[src/tlq_cfg.svh]
// Constants for the trace, loopback and QoS-accept sideband responder.
// Assumes inclusion by bare name from the design file; the package does not include it.
`ifndef TLQ_CFG_SVH
`define TLQ_CFG_SVH

// APB register byte offsets
`define TLQ_OFF_CTRL      12'h000
`define TLQ_OFF_QOS       12'h004
`define TLQ_OFF_STATUS    12'h008
`define TLQ_OFF_COUNT     12'h00c

// Control field positions
`define TLQ_CTRL_TRACE_EN 0
`define TLQ_CTRL_SPAWN_EN 1
`define TLQ_CTRL_UNSOL    2
`define TLQ_CTRL_SWAP_EN  3
`define TLQ_CTRL_SPLIT    4

// Reset values and starvation limit
`define TLQ_CTRL_RST      5'h03
`define TLQ_QOS_RST       4'h0
`define TLQ_STARVE_NS     1000
`define TLQ_STARVE_CYC    ((`TLQ_STARVE_NS * 125) / 1000)

`endif

[src/tlq_pkg.sv]
// Types for the trace, loopback and QoS-accept sideband responder.
// Assumes tlq_cfg.svh is on the include path.
package tlq_pkg;

    // Pending write response beat kind
    typedef enum logic [1:0] {TLQ_B_COMBINED, TLQ_B_COMP, TLQ_B_PERSIST} tlq_bkind_e;

    // Request sideband as taken at a handshake
    typedef struct packed {
        logic       trace;
        logic [7:0] loop;
        logic [3:0] qos;
        logic       pcmo;
        logic       atomic;
    } tlq_req_s;

    // Response sideband
    typedef struct packed {
        logic       trace;
        logic [7:0] loop;
        logic       comp;
        logic       persist;
    } tlq_rsp_s;

endpackage : tlq_pkg

[src/tlq_sideband.sv]
// Responder-side sideband logic for trace flags, loopback tags and QoS acceptance.
// Assumes a single pclk domain; request and response channels come from logic on
// pclk; registers are reached over APB.
//
// Functional notes
// - Combined persist response sets both completion and persist flags
// - Completion flag on exactly one beat
// - Every present channel carries trace
// - Traced request gets traced response
// - Same-address spawned snoop inherits trace
// - Unrequested trace allowed on some responses
// - Never depend on trace propagation
// - Traced write address traces write response; the split persist-only beat has b_trace cleared
// - Write data trace forwarded; atomic read follows
// - Traced read traces every data beat
// - Four loopback buses, configurable width
// - Read loopback equals read address tag
// - Write loopback equals write address tag
// - Persist-only response loopback arbitrary
// - Atomic read loopback equals write tag
// - Tags need not be unique
// - Own tag downstream, restore upstream
// - Snoop channels carry no loopback
// - Two 4-bit acceptance levels, accept at/above
// - Below-level stalled, never forever
// - Acceptance outputs synchronous, default zero
`timescale 1ns/1ps
`include "tlq_cfg.svh"

module tlq_sideband #(
    parameter int LB        = 8,
    parameter int DEPTH     = 4,
    parameter int STARVE    = `TLQ_STARVE_CYC
) (
    // Clock and reset
    input  wire logic                pclk,
    input  wire logic                presetn,
    // APB slave
    input  wire logic                psel,
    input  wire logic                penable,
    input  wire logic                pwrite,
    input  wire logic [11:0]         paddr,
    input  wire logic [31:0]         pwdata,
    output logic                     pready,
    output logic                     pslverr,
    output logic [31:0]              prdata,
    // Upstream read address
    input  wire logic                ar_valid,
    output logic                     ar_ready,
    input  wire logic                ar_trace,
    input  wire logic [LB-1:0]       ar_loop,
    input  wire logic [3:0]          ar_qos,
    // Upstream read data
    output logic                     r_valid,
    input  wire logic                r_ready,
    output logic                     r_last,
    output logic                     r_trace,
    output logic [LB-1:0]            r_loop,
    // Upstream write address
    input  wire logic                aw_valid,
    output logic                     aw_ready,
    input  wire logic                aw_trace,
    input  wire logic [LB-1:0]       aw_loop,
    input  wire logic [3:0]          aw_qos,
    input  wire logic                aw_pcmo,
    input  wire logic                aw_atomic,
    // Upstream write data
    input  wire logic                w_valid,
    output logic                     w_ready,
    input  wire logic                w_trace,
    input  wire logic                w_last,
    // Upstream write response
    output logic                     b_valid,
    input  wire logic                b_ready,
    output logic                     b_trace,
    output logic [LB-1:0]            b_loop,
    output logic                     b_comp,
    output logic                     b_persist,
    // Downstream write data trace and spawned snoop
    output logic                     dw_trace,
    output logic                     ac_valid,
    input  wire logic                ac_ready,
    output logic                     ac_trace,
    input  wire logic                cr_valid,
    input  wire logic                cr_trace,
    // Acceptance levels
    output logic [3:0]               ar_qos_accept,
    output logic [3:0]               aw_qos_accept
);

    localparam int IW = $clog2(DEPTH);

    // ****************************************************************
    // Registers and state
    // ****************************************************************
    logic [4:0]          ctrl;
    logic [3:0]          rd_level;
    logic [3:0]          wr_level;
    logic [15:0]         trace_count;
    logic                r_busy;
    logic [3:0]          r_beats;
    logic                b_busy;
    tlq_pkg::tlq_bkind_e b_kind;
    logic                b_persist_due;
    logic [LB-1:0]       tag_store [DEPTH];
    logic                tag_trace [DEPTH];
    logic [IW-1:0]       tag_wr;
    logic [IW-1:0]       tag_rd;
    logic [15:0]         rd_wait;
    logic [15:0]         wr_wait;
    logic                w_seen;

    // Priority admission: at or above level, or waited long enough
    function automatic logic admit(input logic [3:0] qos, input logic [3:0] lvl,
                                   input logic [15:0] waited);
        admit = (qos >= lvl) || (waited >= 16'(STARVE));
    endfunction : admit

    wire ar_hs = ar_valid && ar_ready;
    wire aw_hs = aw_valid && aw_ready;
    wire r_hs  = r_valid && r_ready;
    wire b_hs  = b_valid && b_ready;
    wire apb_wr = psel && penable && pwrite;
    // Atomic writes wait while a read is pending so the two never share the read channel
    wire aw_take = !b_busy && !aw_hs && aw_valid && !(aw_atomic && (r_busy || ar_valid))
                   && admit(aw_qos, wr_level, wr_wait);

    // ****************************************************************
    // APB slave
    // ****************************************************************
    always_ff @(posedge pclk or negedge presetn)
    begin
        if (!presetn)
        begin
            ctrl     <= `TLQ_CTRL_RST;
            rd_level <= `TLQ_QOS_RST;
            wr_level <= `TLQ_QOS_RST;
        end
        else if (apb_wr && paddr == `TLQ_OFF_CTRL)
            ctrl <= pwdata[4:0];
        else if (apb_wr && paddr == `TLQ_OFF_QOS)
        begin
            rd_level <= pwdata[3:0];
            wr_level <= pwdata[7:4];
        end
    end

    always_ff @(posedge pclk or negedge presetn)
    begin
        if (!presetn)
        begin
            pready  <= 1'b0;
            pslverr <= 1'b0;
            prdata  <= 32'h0000_0000;
        end
        else
        begin
            pready  <= psel && !penable;
            pslverr <= 1'b0;
            prdata  <= 32'h0000_0000;
            if (psel && !penable)
            begin
                unique case (paddr)
                    `TLQ_OFF_CTRL:   prdata <= {27'h0, ctrl};
                    `TLQ_OFF_QOS:    prdata <= {24'h0, wr_level, rd_level};
                    `TLQ_OFF_STATUS: prdata <= {28'h0, b_persist_due, b_busy, r_busy, w_seen};
                    `TLQ_OFF_COUNT:  prdata <= {16'h0, trace_count};
                    default:         pslverr <= !pwrite;
                endcase
            end
        end
    end

    // ****************************************************************
    // Acceptance levels
    // ****************************************************************
    always_ff @(posedge pclk or negedge presetn)
    begin
        if (!presetn)
        begin
            ar_qos_accept <= `TLQ_QOS_RST;
            aw_qos_accept <= `TLQ_QOS_RST;
        end
        else
        begin
            ar_qos_accept <= rd_level;
            aw_qos_accept <= wr_level;
        end
    end

    always_ff @(posedge pclk or negedge presetn)
    begin
        if (!presetn)
        begin
            rd_wait <= 16'h0000;
            wr_wait <= 16'h0000;
        end
        else
        begin
            rd_wait <= (ar_valid && !ar_hs && rd_wait != 16'hffff) ? rd_wait + 16'h0001 : 16'h0000;
            wr_wait <= (aw_valid && !aw_hs && wr_wait != 16'hffff) ? wr_wait + 16'h0001 : 16'h0000;
        end
    end

    // ****************************************************************
    // Read path: tag and trace returned on every beat
    // ****************************************************************
    always_ff @(posedge pclk or negedge presetn)
    begin
        if (!presetn)
        begin
            ar_ready <= 1'b0;
            r_busy   <= 1'b0;
            r_valid  <= 1'b0;
            r_last   <= 1'b0;
            r_trace  <= 1'b0;
            r_loop   <= '0;
            r_beats  <= 4'h0;
        end
        else
        begin
            ar_ready <= !r_busy && !ar_hs && ar_valid && !(aw_hs && aw_atomic)
                        && admit(ar_qos, rd_level, rd_wait);
            if (ar_hs)
            begin
                r_busy  <= 1'b1;
                r_valid <= 1'b1;
                r_beats <= 4'h3;
                r_last  <= 1'b0;
                r_loop  <= ar_loop;
                r_trace <= (ar_trace && ctrl[`TLQ_CTRL_TRACE_EN])
                           || ctrl[`TLQ_CTRL_UNSOL];
            end
            else if (aw_hs && aw_atomic && !r_busy)
            begin
                r_busy  <= 1'b1;
                r_valid <= 1'b1;
                r_beats <= 4'h0;
                r_last  <= 1'b1;
                r_loop  <= aw_loop;
                r_trace <= aw_trace && ctrl[`TLQ_CTRL_TRACE_EN];
            end
            else if (r_hs)
            begin
                if (r_last)
                begin
                    r_busy  <= 1'b0;
                    r_valid <= 1'b0;
                    r_last  <= 1'b0;
                end
                else
                begin
                    r_beats <= r_beats - 4'h1;
                    r_last  <= (r_beats == 4'h1);
                end
            end
        end
    end

    // ****************************************************************
    // Write path with tag substitution store
    // ****************************************************************
    always_ff @(posedge pclk or negedge presetn)
    begin
        if (!presetn)
        begin
            aw_ready <= 1'b0;
            w_ready  <= 1'b0;
            w_seen   <= 1'b0;
            dw_trace <= 1'b0;
            tag_wr   <= '0;
            for (int i = 0; i < DEPTH; i++)
            begin
                tag_store[i] <= '0;
                tag_trace[i] <= 1'b0;
            end
        end
        else
        begin
            aw_ready <= aw_take;
            w_ready  <= 1'b1;
            if (w_valid && w_ready)
            begin
                dw_trace <= w_trace;
                w_seen   <= !w_last;
            end
            // Stored one cycle before the handshake so the response can restore it
            if (aw_take)
            begin
                tag_store[tag_wr] <= aw_loop;
                tag_trace[tag_wr] <= aw_trace;
                tag_wr            <= tag_wr + 1'b1;
            end
        end
    end

    always_ff @(posedge pclk or negedge presetn)
    begin
        if (!presetn)
        begin
            b_busy        <= 1'b0;
            b_valid       <= 1'b0;
            b_trace       <= 1'b0;
            b_loop        <= '0;
            b_comp        <= 1'b0;
            b_persist     <= 1'b0;
            b_kind        <= tlq_pkg::TLQ_B_COMBINED;
            b_persist_due <= 1'b0;
            tag_rd        <= '0;
        end
        else if (aw_hs)
        begin
            b_busy        <= 1'b1;
            b_valid       <= 1'b1;
            b_loop        <= ctrl[`TLQ_CTRL_SWAP_EN] ? tag_store[tag_rd] : aw_loop;
            b_trace       <= (ctrl[`TLQ_CTRL_SWAP_EN] ? tag_trace[tag_rd] : aw_trace)
                             && ctrl[`TLQ_CTRL_TRACE_EN];
            b_comp        <= 1'b1;
            b_persist     <= aw_pcmo && !ctrl[`TLQ_CTRL_SPLIT];
            b_kind        <= (aw_pcmo && ctrl[`TLQ_CTRL_SPLIT]) ? tlq_pkg::TLQ_B_COMP
                                                               : tlq_pkg::TLQ_B_COMBINED;
            b_persist_due <= aw_pcmo && ctrl[`TLQ_CTRL_SPLIT];
            tag_rd        <= tag_rd + 1'b1;
        end
        else if (b_hs)
        begin
            if (b_persist_due && b_kind == tlq_pkg::TLQ_B_COMP)
            begin
                b_kind        <= tlq_pkg::TLQ_B_PERSIST;
                b_comp        <= 1'b0;
                b_persist     <= 1'b1;
                b_loop        <= '0;
                b_trace       <= 1'b0;
                b_persist_due <= 1'b0;
            end
            else
            begin
                b_busy    <= 1'b0;
                b_valid   <= 1'b0;
                b_comp    <= 1'b0;
                b_persist <= 1'b0;
            end
        end
    end

    // ****************************************************************
    // Spawned same-address snoop and trace counter
    // ****************************************************************
    always_ff @(posedge pclk or negedge presetn)
    begin
        if (!presetn)
        begin
            ac_valid <= 1'b0;
            ac_trace <= 1'b0;
        end
        else if (aw_hs && aw_pcmo && !ac_valid)
        begin
            ac_valid <= 1'b1;
            ac_trace <= aw_trace && ctrl[`TLQ_CTRL_SPAWN_EN];
        end
        else if (ac_valid && ac_ready)
            ac_valid <= 1'b0;
    end

    // Counts traced snoop responses; nothing here waits on them
    always_ff @(posedge pclk or negedge presetn)
    begin
        if (!presetn)
            trace_count <= 16'h0000;
        else if (apb_wr && paddr == `TLQ_OFF_COUNT)
            trace_count <= (cr_valid && cr_trace) ? 16'h0001 : 16'h0000;
        else if (cr_valid && cr_trace)
            trace_count <= trace_count + 16'h0001;
    end

endmodule : tlq_sideband

[config.mk]
export PLATFORM = sky130hd
export DESIGN_NAME = tlq_sideband
export DESIGN_NICKNAME = d
export VERILOG_FILES = /design/src/tlq_pkg.sv /design/src/tlq_sideband.sv
export VERILOG_INCLUDE_DIRS = /design/src /design/src/src
export SDC_FILE = /design/constraint.sdc
export NUM_CORES = 1
export LEC_CHECK = 0
export BUFFER_PORTS_ARGS = -buffer_cell sky130_fd_sc_hd__buf_4
export CAP_MARGIN = 10
export CORE_MARGIN = 4
export CORE_UTILIZATION = 55
export CTS_CLUSTER_SIZE = 12
export DETAILED_ROUTE_END_ITERATION = 10
export PLACE_DENSITY_LB_ADDON = 0.08
export SYNTH_ARGS = -nofsm -noshare
export SYNTH_HDL_FRONTEND = slang
export SYNTH_SLANG_ARGS = --single-unit
[constraint.sdc]
create_clock -name pclk -period 2.95 [get_ports pclk]
set_clock_uncertainty 0.15 [all_clocks]
set_input_delay 0.59 -clock pclk [delete_from_list [all_inputs] [get_ports pclk]]
set_output_delay 0.59 -clock pclk [all_outputs]
set_load 0.01 [all_outputs]
# Yosys cells after proc, flatten, opt, wreduce, memory -nomap -nowiden
# Index checks and enable logic that the tools add are counted.
# op_classes
n_addsub	6
n_lt_le_gt_ge	7
eq_ne	9
muxes	60
bitwise_logic	3
reduce_logical	67
# ops
cell	count
two-way mux 16 bit	5
two-way mux 8 bit	9
case mux 16 bit (4 select lines)	1
adder 16 x 1 -> 16 bit (second input constant)	3
logical AND 1 bit	38
bitwise mux 32 bit	1
greater-or-equal comparator 16 x 7 -> 1 bit (second input constant)	2
two-way mux 1 bit	32
!= test 16 bit (second input constant)	2
== test 12 x 4 -> 1 bit (second input constant)	2
binary-select mux 8 bit (select 2 bit)	1
demux 8 bit (select 2 bit)	1
two-way mux 4 bit	4
== test 12 x 3 -> 1 bit (second input constant)	1
logical NOT 12 bit	1
logical NOT 1 bit	11
AND reduction 2 bit	5
nonzero test 2 bit	5
greater-or-equal comparator 4 bit	2
greater-or-equal comparator 3 bit (second input constant)	2
two-way mux 2 bit	3
inverter 2 -> 3 bit	2
nonzero test 3 bit	2
adder 2 x 1 -> 2 bit (second input constant)	2
other kinds (12)	15
# word_totals
register_bits	180
input_bits	87
out_inout_bits	71

# Logic depth before layout (Yosys ltp)
# logic_depth
word_depth	7
ltp_mapped	7

# Worst setup path before layout
# OpenSTA, ideal clock, no wires.
# synth_timing
path_type	input port to flip-flop
from	input port aw_qos[0]
to	register tag_store[1] in the netlist's numbering
setup_ns	0.125
arrival_time_ns	2.214
t_required_ns	2.675
setup_slack_ns	0.462
path_stages	7
path_cell_list	inv_1 -> ha_1 -> or3b_2 -> o2111ai_1 -> a31oi_4 -> nand2_4 -> mux2_2
# synth_between
elab_chain_len	3
# synth_lines
item	line	rtl
from (decl)	tlq_sideband.sv:64	input wire logic [3:0] aw_qos,
greater-or-equal comparator 4 bit	tlq_sideband.sv:116	admit = (qos >= lvl) || (waited >= 16'(STARVE));
logical OR 1 bit	tlq_sideband.sv:116	
logical AND 1 bit	tlq_sideband.sv:126	&& admit(aw_qos, wr_level, wr_wait);
via aw_take	tlq_sideband.sv:125	wire aw_take = !b_busy && !aw_hs && aw_valid && !(aw_atomic && (r_busy || ar_valid))
to (signal, indexed assignment)	tlq_sideband.sv:290	tag_store[tag_wr] <= aw_loop;
to (decl)	tlq_sideband.sv:105	logic [LB-1:0] tag_store [DEPTH];
# The timed path passes the listed nets, and every way through them passes these cells.
# A chain may end at the register's enable or synchronous reset.

# Worst setup path in the final report
# layout_timing
from	register wr_level[0]
to	register tag_store[22] in the netlist's numbering
# layout_between
elab_chain_len	3
# layout_lines
item	line	rtl
from (decl)	tlq_sideband.sv:98	logic [3:0] wr_level;
from (signal assigned)	tlq_sideband.sv:137	wr_level <= `TLQ_QOS_RST;
from (signal assigned)	tlq_sideband.sv:144	wr_level <= pwdata[7:4];
greater-or-equal comparator 4 bit	tlq_sideband.sv:116	
logical OR 1 bit	tlq_sideband.sv:116	
logical AND 1 bit	tlq_sideband.sv:126	
via aw_take	tlq_sideband.sv:125	
# The timed path passes the listed nets, and every way through them passes these cells.

==> flow_summary_export.csv <==
group,metric,value,unit
layout,num_antenna_cells,0,
sta,period_needed,2.41,ns
floorplanning,core.rowCount,42,
worst_setup_path,crit_start,"wr_level[0]",
clock_tree,numCtsBuffers,17,
sta,rsz0062_at_grt,"no",
min_path,hold_path.class,"input pin to asynchronous set/reset pin",
worst_setup_path,end_kind,"register",
clock_tree,clock_latency,0.42,ns
synthesis,ys_seq_elements,163,
synthesis,synth_cell_types,47,
worst_setup_path,crit_required,3.10,ns
layout,drive_gt1_frac,0.292,
status,outcome,"finished with violations",
pwr,powerDensity,701,mW/mm2
clock_tree,post_cts_resize_count,0,
worst_setup_path,worstPathArrival,2.55,ns
clock_tree,cts.sinks,163,
global_routing,grt_use_total,0.212,
clock_tree,holdBufCountCts,0,
layout,area_growth,21.9,%
worst_setup_path,r2r-start,"wr_level[0]",
run,cap_violations,0,
synthesis,synthCells,641,
synthesis,synth_xor_area_frac,0.0561,
synthesis,netlist_area,0.00750,mm2
worst_setup_path,ff2ff_path_depth,6,
floorplanning,dieWidth,125,um
worst_setup_path,endpoint,"tag_store[22]",
sta,max_freq,0.416,GHz
synthesis,synth_compound_area_frac,0.0441,
floorplanning,num_io_pins,158,
worst_setup_path,cp-start-kind,"register",
global_routing,antenna_found_initial,0,
drt,drt_wl_total,16.1,mm
worst_setup_path,crit_fanout,9,
sta,fin_tns_setup,0,ns
sta,hold_ws,-0.00131,ns
clock_tree,clkTransAtPathRegs,0.06,ns
synthesis,synthAdderAreaFrac,0.0351,
placement,place.gp.congestion,0.790,
global_routing,grt_pass1_vias,5091,
synthesis,ys_seq_area_frac,0.544,
floorplanning,die_area,0.0156,mm2
synthesis,synth_top_family_by_area,"simple AND/OR/NAND/NOR gates",
worst_setup_path,r2r_end,"tag_store[22]",
synthesis,syn_avg_cell_area,11.7,um2
global_routing,globalRouteOverflowTotal,0,
placement,place_hpwl,11.6,mm
clock_tree,cts_setup_buffers,0,
pwr,ir_drop,0.711,mV
drt,dr.first_iter.drc_count,370,
clock_tree,cts_tree,"done",
placement,io_buffers,117,
drt,drc,0,
layout,fillers,1014,
clock_tree,cts.path.max_buffers,2,
status,violations,"hold timing",
drt,detail-route-antenna-nets,0,
global_routing,grt_pass1_wl,26.4,mm
synthesis,synthSimpleGateAreaFrac,0.145,
drt,firstDrtPassIters,5,
synthesis,yosysWarnings,0,
sta,setup_viol,0,
pwr,p_leak,4.52,nW
worst_setup_path,critPathKind,"register to register",
synthesis,synth_top_flop_cell,"dfrtp_1",
clock_tree,cts-htree-levels,4,
drt,num_vias,5182,
floorplanning,start_util,0.564,
drt,viasPerCell,5.40,
layout,nNetsFinal,878,
sta,worstMarginPinSlew,0.711,ns
synthesis,synthArstFlopShare,1.00,
global_routing,grt_max_degree,66,
layout,final_cell_area,0.00914,mm2
sta,finalHoldViolations,5,
floorplanning,fp.dieH,125,um
floorplanning,core_area,0.0133,mm2
clock_tree,root_buffer,"clkbuf_16",
sta,relSlewSlack,0.526,
worst_setup_path,r2r_slack,0.54,ns
sta,maxSlewViolCount,0,
placement,placedInstanceArea,0.00857,mm2
synthesis,synth_edf_count,0,
drt,wire_per_inst,16.8,um
sta,period_share,0.816,
synthesis,synthMuxAreaShare,0.138,
## critical path: stages, from the launching register on
cell and delay (ns):
dfrtp_1 0.43, ha_1 0.29, or3b_2 0.45, o2111ai_1 0.17
a31oi_4 0.22, nand2_4 0.21, mux2_2 0.36
## state kept, by name, summed over array words and instances (netlist names), 2 cells and up
| register | flops |
|---|---|
| ar_qos_accept | 4 |
| aw_qos_accept | 4 |
| b_loop | 8 |
| ctrl | 5 |
| prdata | 16 |
| r_beats | 4 |
| r_loop | 8 |
| rd_level | 4 |
| rd_wait | 16 |
| tag_rd | 2 |
| tag_store | 32 |
| tag_trace | 4 |
| tag_wr | 2 |
| trace_count | 16 |
| wr_level | 4 |
| wr_wait | 16 |
## cell usage after synthesis, types with 4 or more instances
| cell type | count | area, um2 |
|---|---|---|
| ha_1 | 21 | 263 |
| nand3_1 | 23 | 115 |
| buf_2 | 4 | 20.0 |
| mux4_2 | 13 | 293 |
| nor4_1 | 6 | 37.5 |
| dfrtp_1 | 161 | 4030 |
| nor2_1 | 78 | 293 |
| nand3b_1 | 4 | 30.0 |
| clkbuf_1 | 11 | 41.3 |
| and2_1 | 10 | 62.6 |
| xnor2_1 | 21 | 184 |
| mux2i_1 | 21 | 210 |
| nand2_1 | 52 | 195 |
| a21oi_1 | 13 | 65.1 |
| nand4_1 | 7 | 43.8 |
| nand2b_1 | 5 | 31.3 |
| inv_1 | 22 | 82.6 |
| and4_1 | 7 | 61.3 |
| mux2_2 | 41 | 462 |
| xor2_1 | 27 | 236 |
| nand2_4 | 4 | 45.0 |
| and3_1 | 10 | 62.6 |
| buf_4 | 17 | 128 |
| o21ai_0 | 22 | 110 |
## layer usage
metal,global-route usage,vias to the layer above,part of all wire,wire [um]
met2,0.339,143,0.49,7950
met5,0,-,0,0
met3,0.0506,16,0.054,872
met1,0.293,2590,0.44,7020
met4,0.0587,0,0.014,231
li1,-,2433,-,-
## how the worst min path moves through the flow
stage	slack (ns)	cells past startpoint	from	end
3_3_place_gp	0.24	0	wr_level[3]	aw_qos_accept[3]
4_1_cts	0.02	1	presetn	rd_wait[4]
2_1_floorplan	0.14	0	presetn	ac_trace
6_report	-0.001	1	presetn	rd_wait[10]
5_1_grt	0.05	1	presetn	rd_wait[1]
3_5_place_dp	0.25	0	wr_level[3]	aw_qos_accept[3]
## layout make-up
cell class	instances	area, um2	area share
clock inverter	9	78.8	0.00863
inverter	22	82.6	0.00904
multi-input combinational	438	3200	0.350
tap	176	220	0.0241
sequential	163	4080	0.447
timing repair buffer	128	990	0.108
clock buffer	23	488	0.0534
## stage by stage
step	setup WS (ns)	utilization	hold slack, ns	total power [mW]	instances
final	0.544	0.687	-0.00131	6.41	959
after global routing	0.432	0.687	0.0526	6.75	959
after CTS	0.538	0.687	0.0234	6.46	959
after detailed placement	0.204	0.645	0.249	4.36	927
after global placement	0.206	0.645	0.242	4.27	927
after floorplan	0.462	-	0.144	3.81	656
## placed cells by master (no fill, tap or decap), drive strengths merged, types with 13 or more instances in the layout
cell type,n
mux2,46
a21oi,13
nand2,56
dfrtp,161
ha,21
mux4,13
inv,22
clkbuf,23
xor2,27
buf,128
o21ai,22
xnor2,21
mux2i,21
nand3,23
conb,17
nor2,78
## where the power goes
group | internal, mW | total (mW) | leakage [nW] | switching, mW
logic | 0.772 | 1.35 | 2.14 | 0.575
clock network | 1.24 | 2.09 | 0.279 | 0.850
registers | 2.66 | 2.97 | 2.10 | 0.301
## kinds of logic (layout without fill, tap and decap cells)
logic type,after synthesis,count (layout)
DFF,163,163
AOI/OAI and AO/OA,52,52
muxes,80,80
buffers and inverters,55,182
other,2,17
and+or+nand+nor,220,220
adders and majority gates,21,21
xor gates and xnor gates,48,48
No activity file was read; power rests on OpenSTA's default activity.
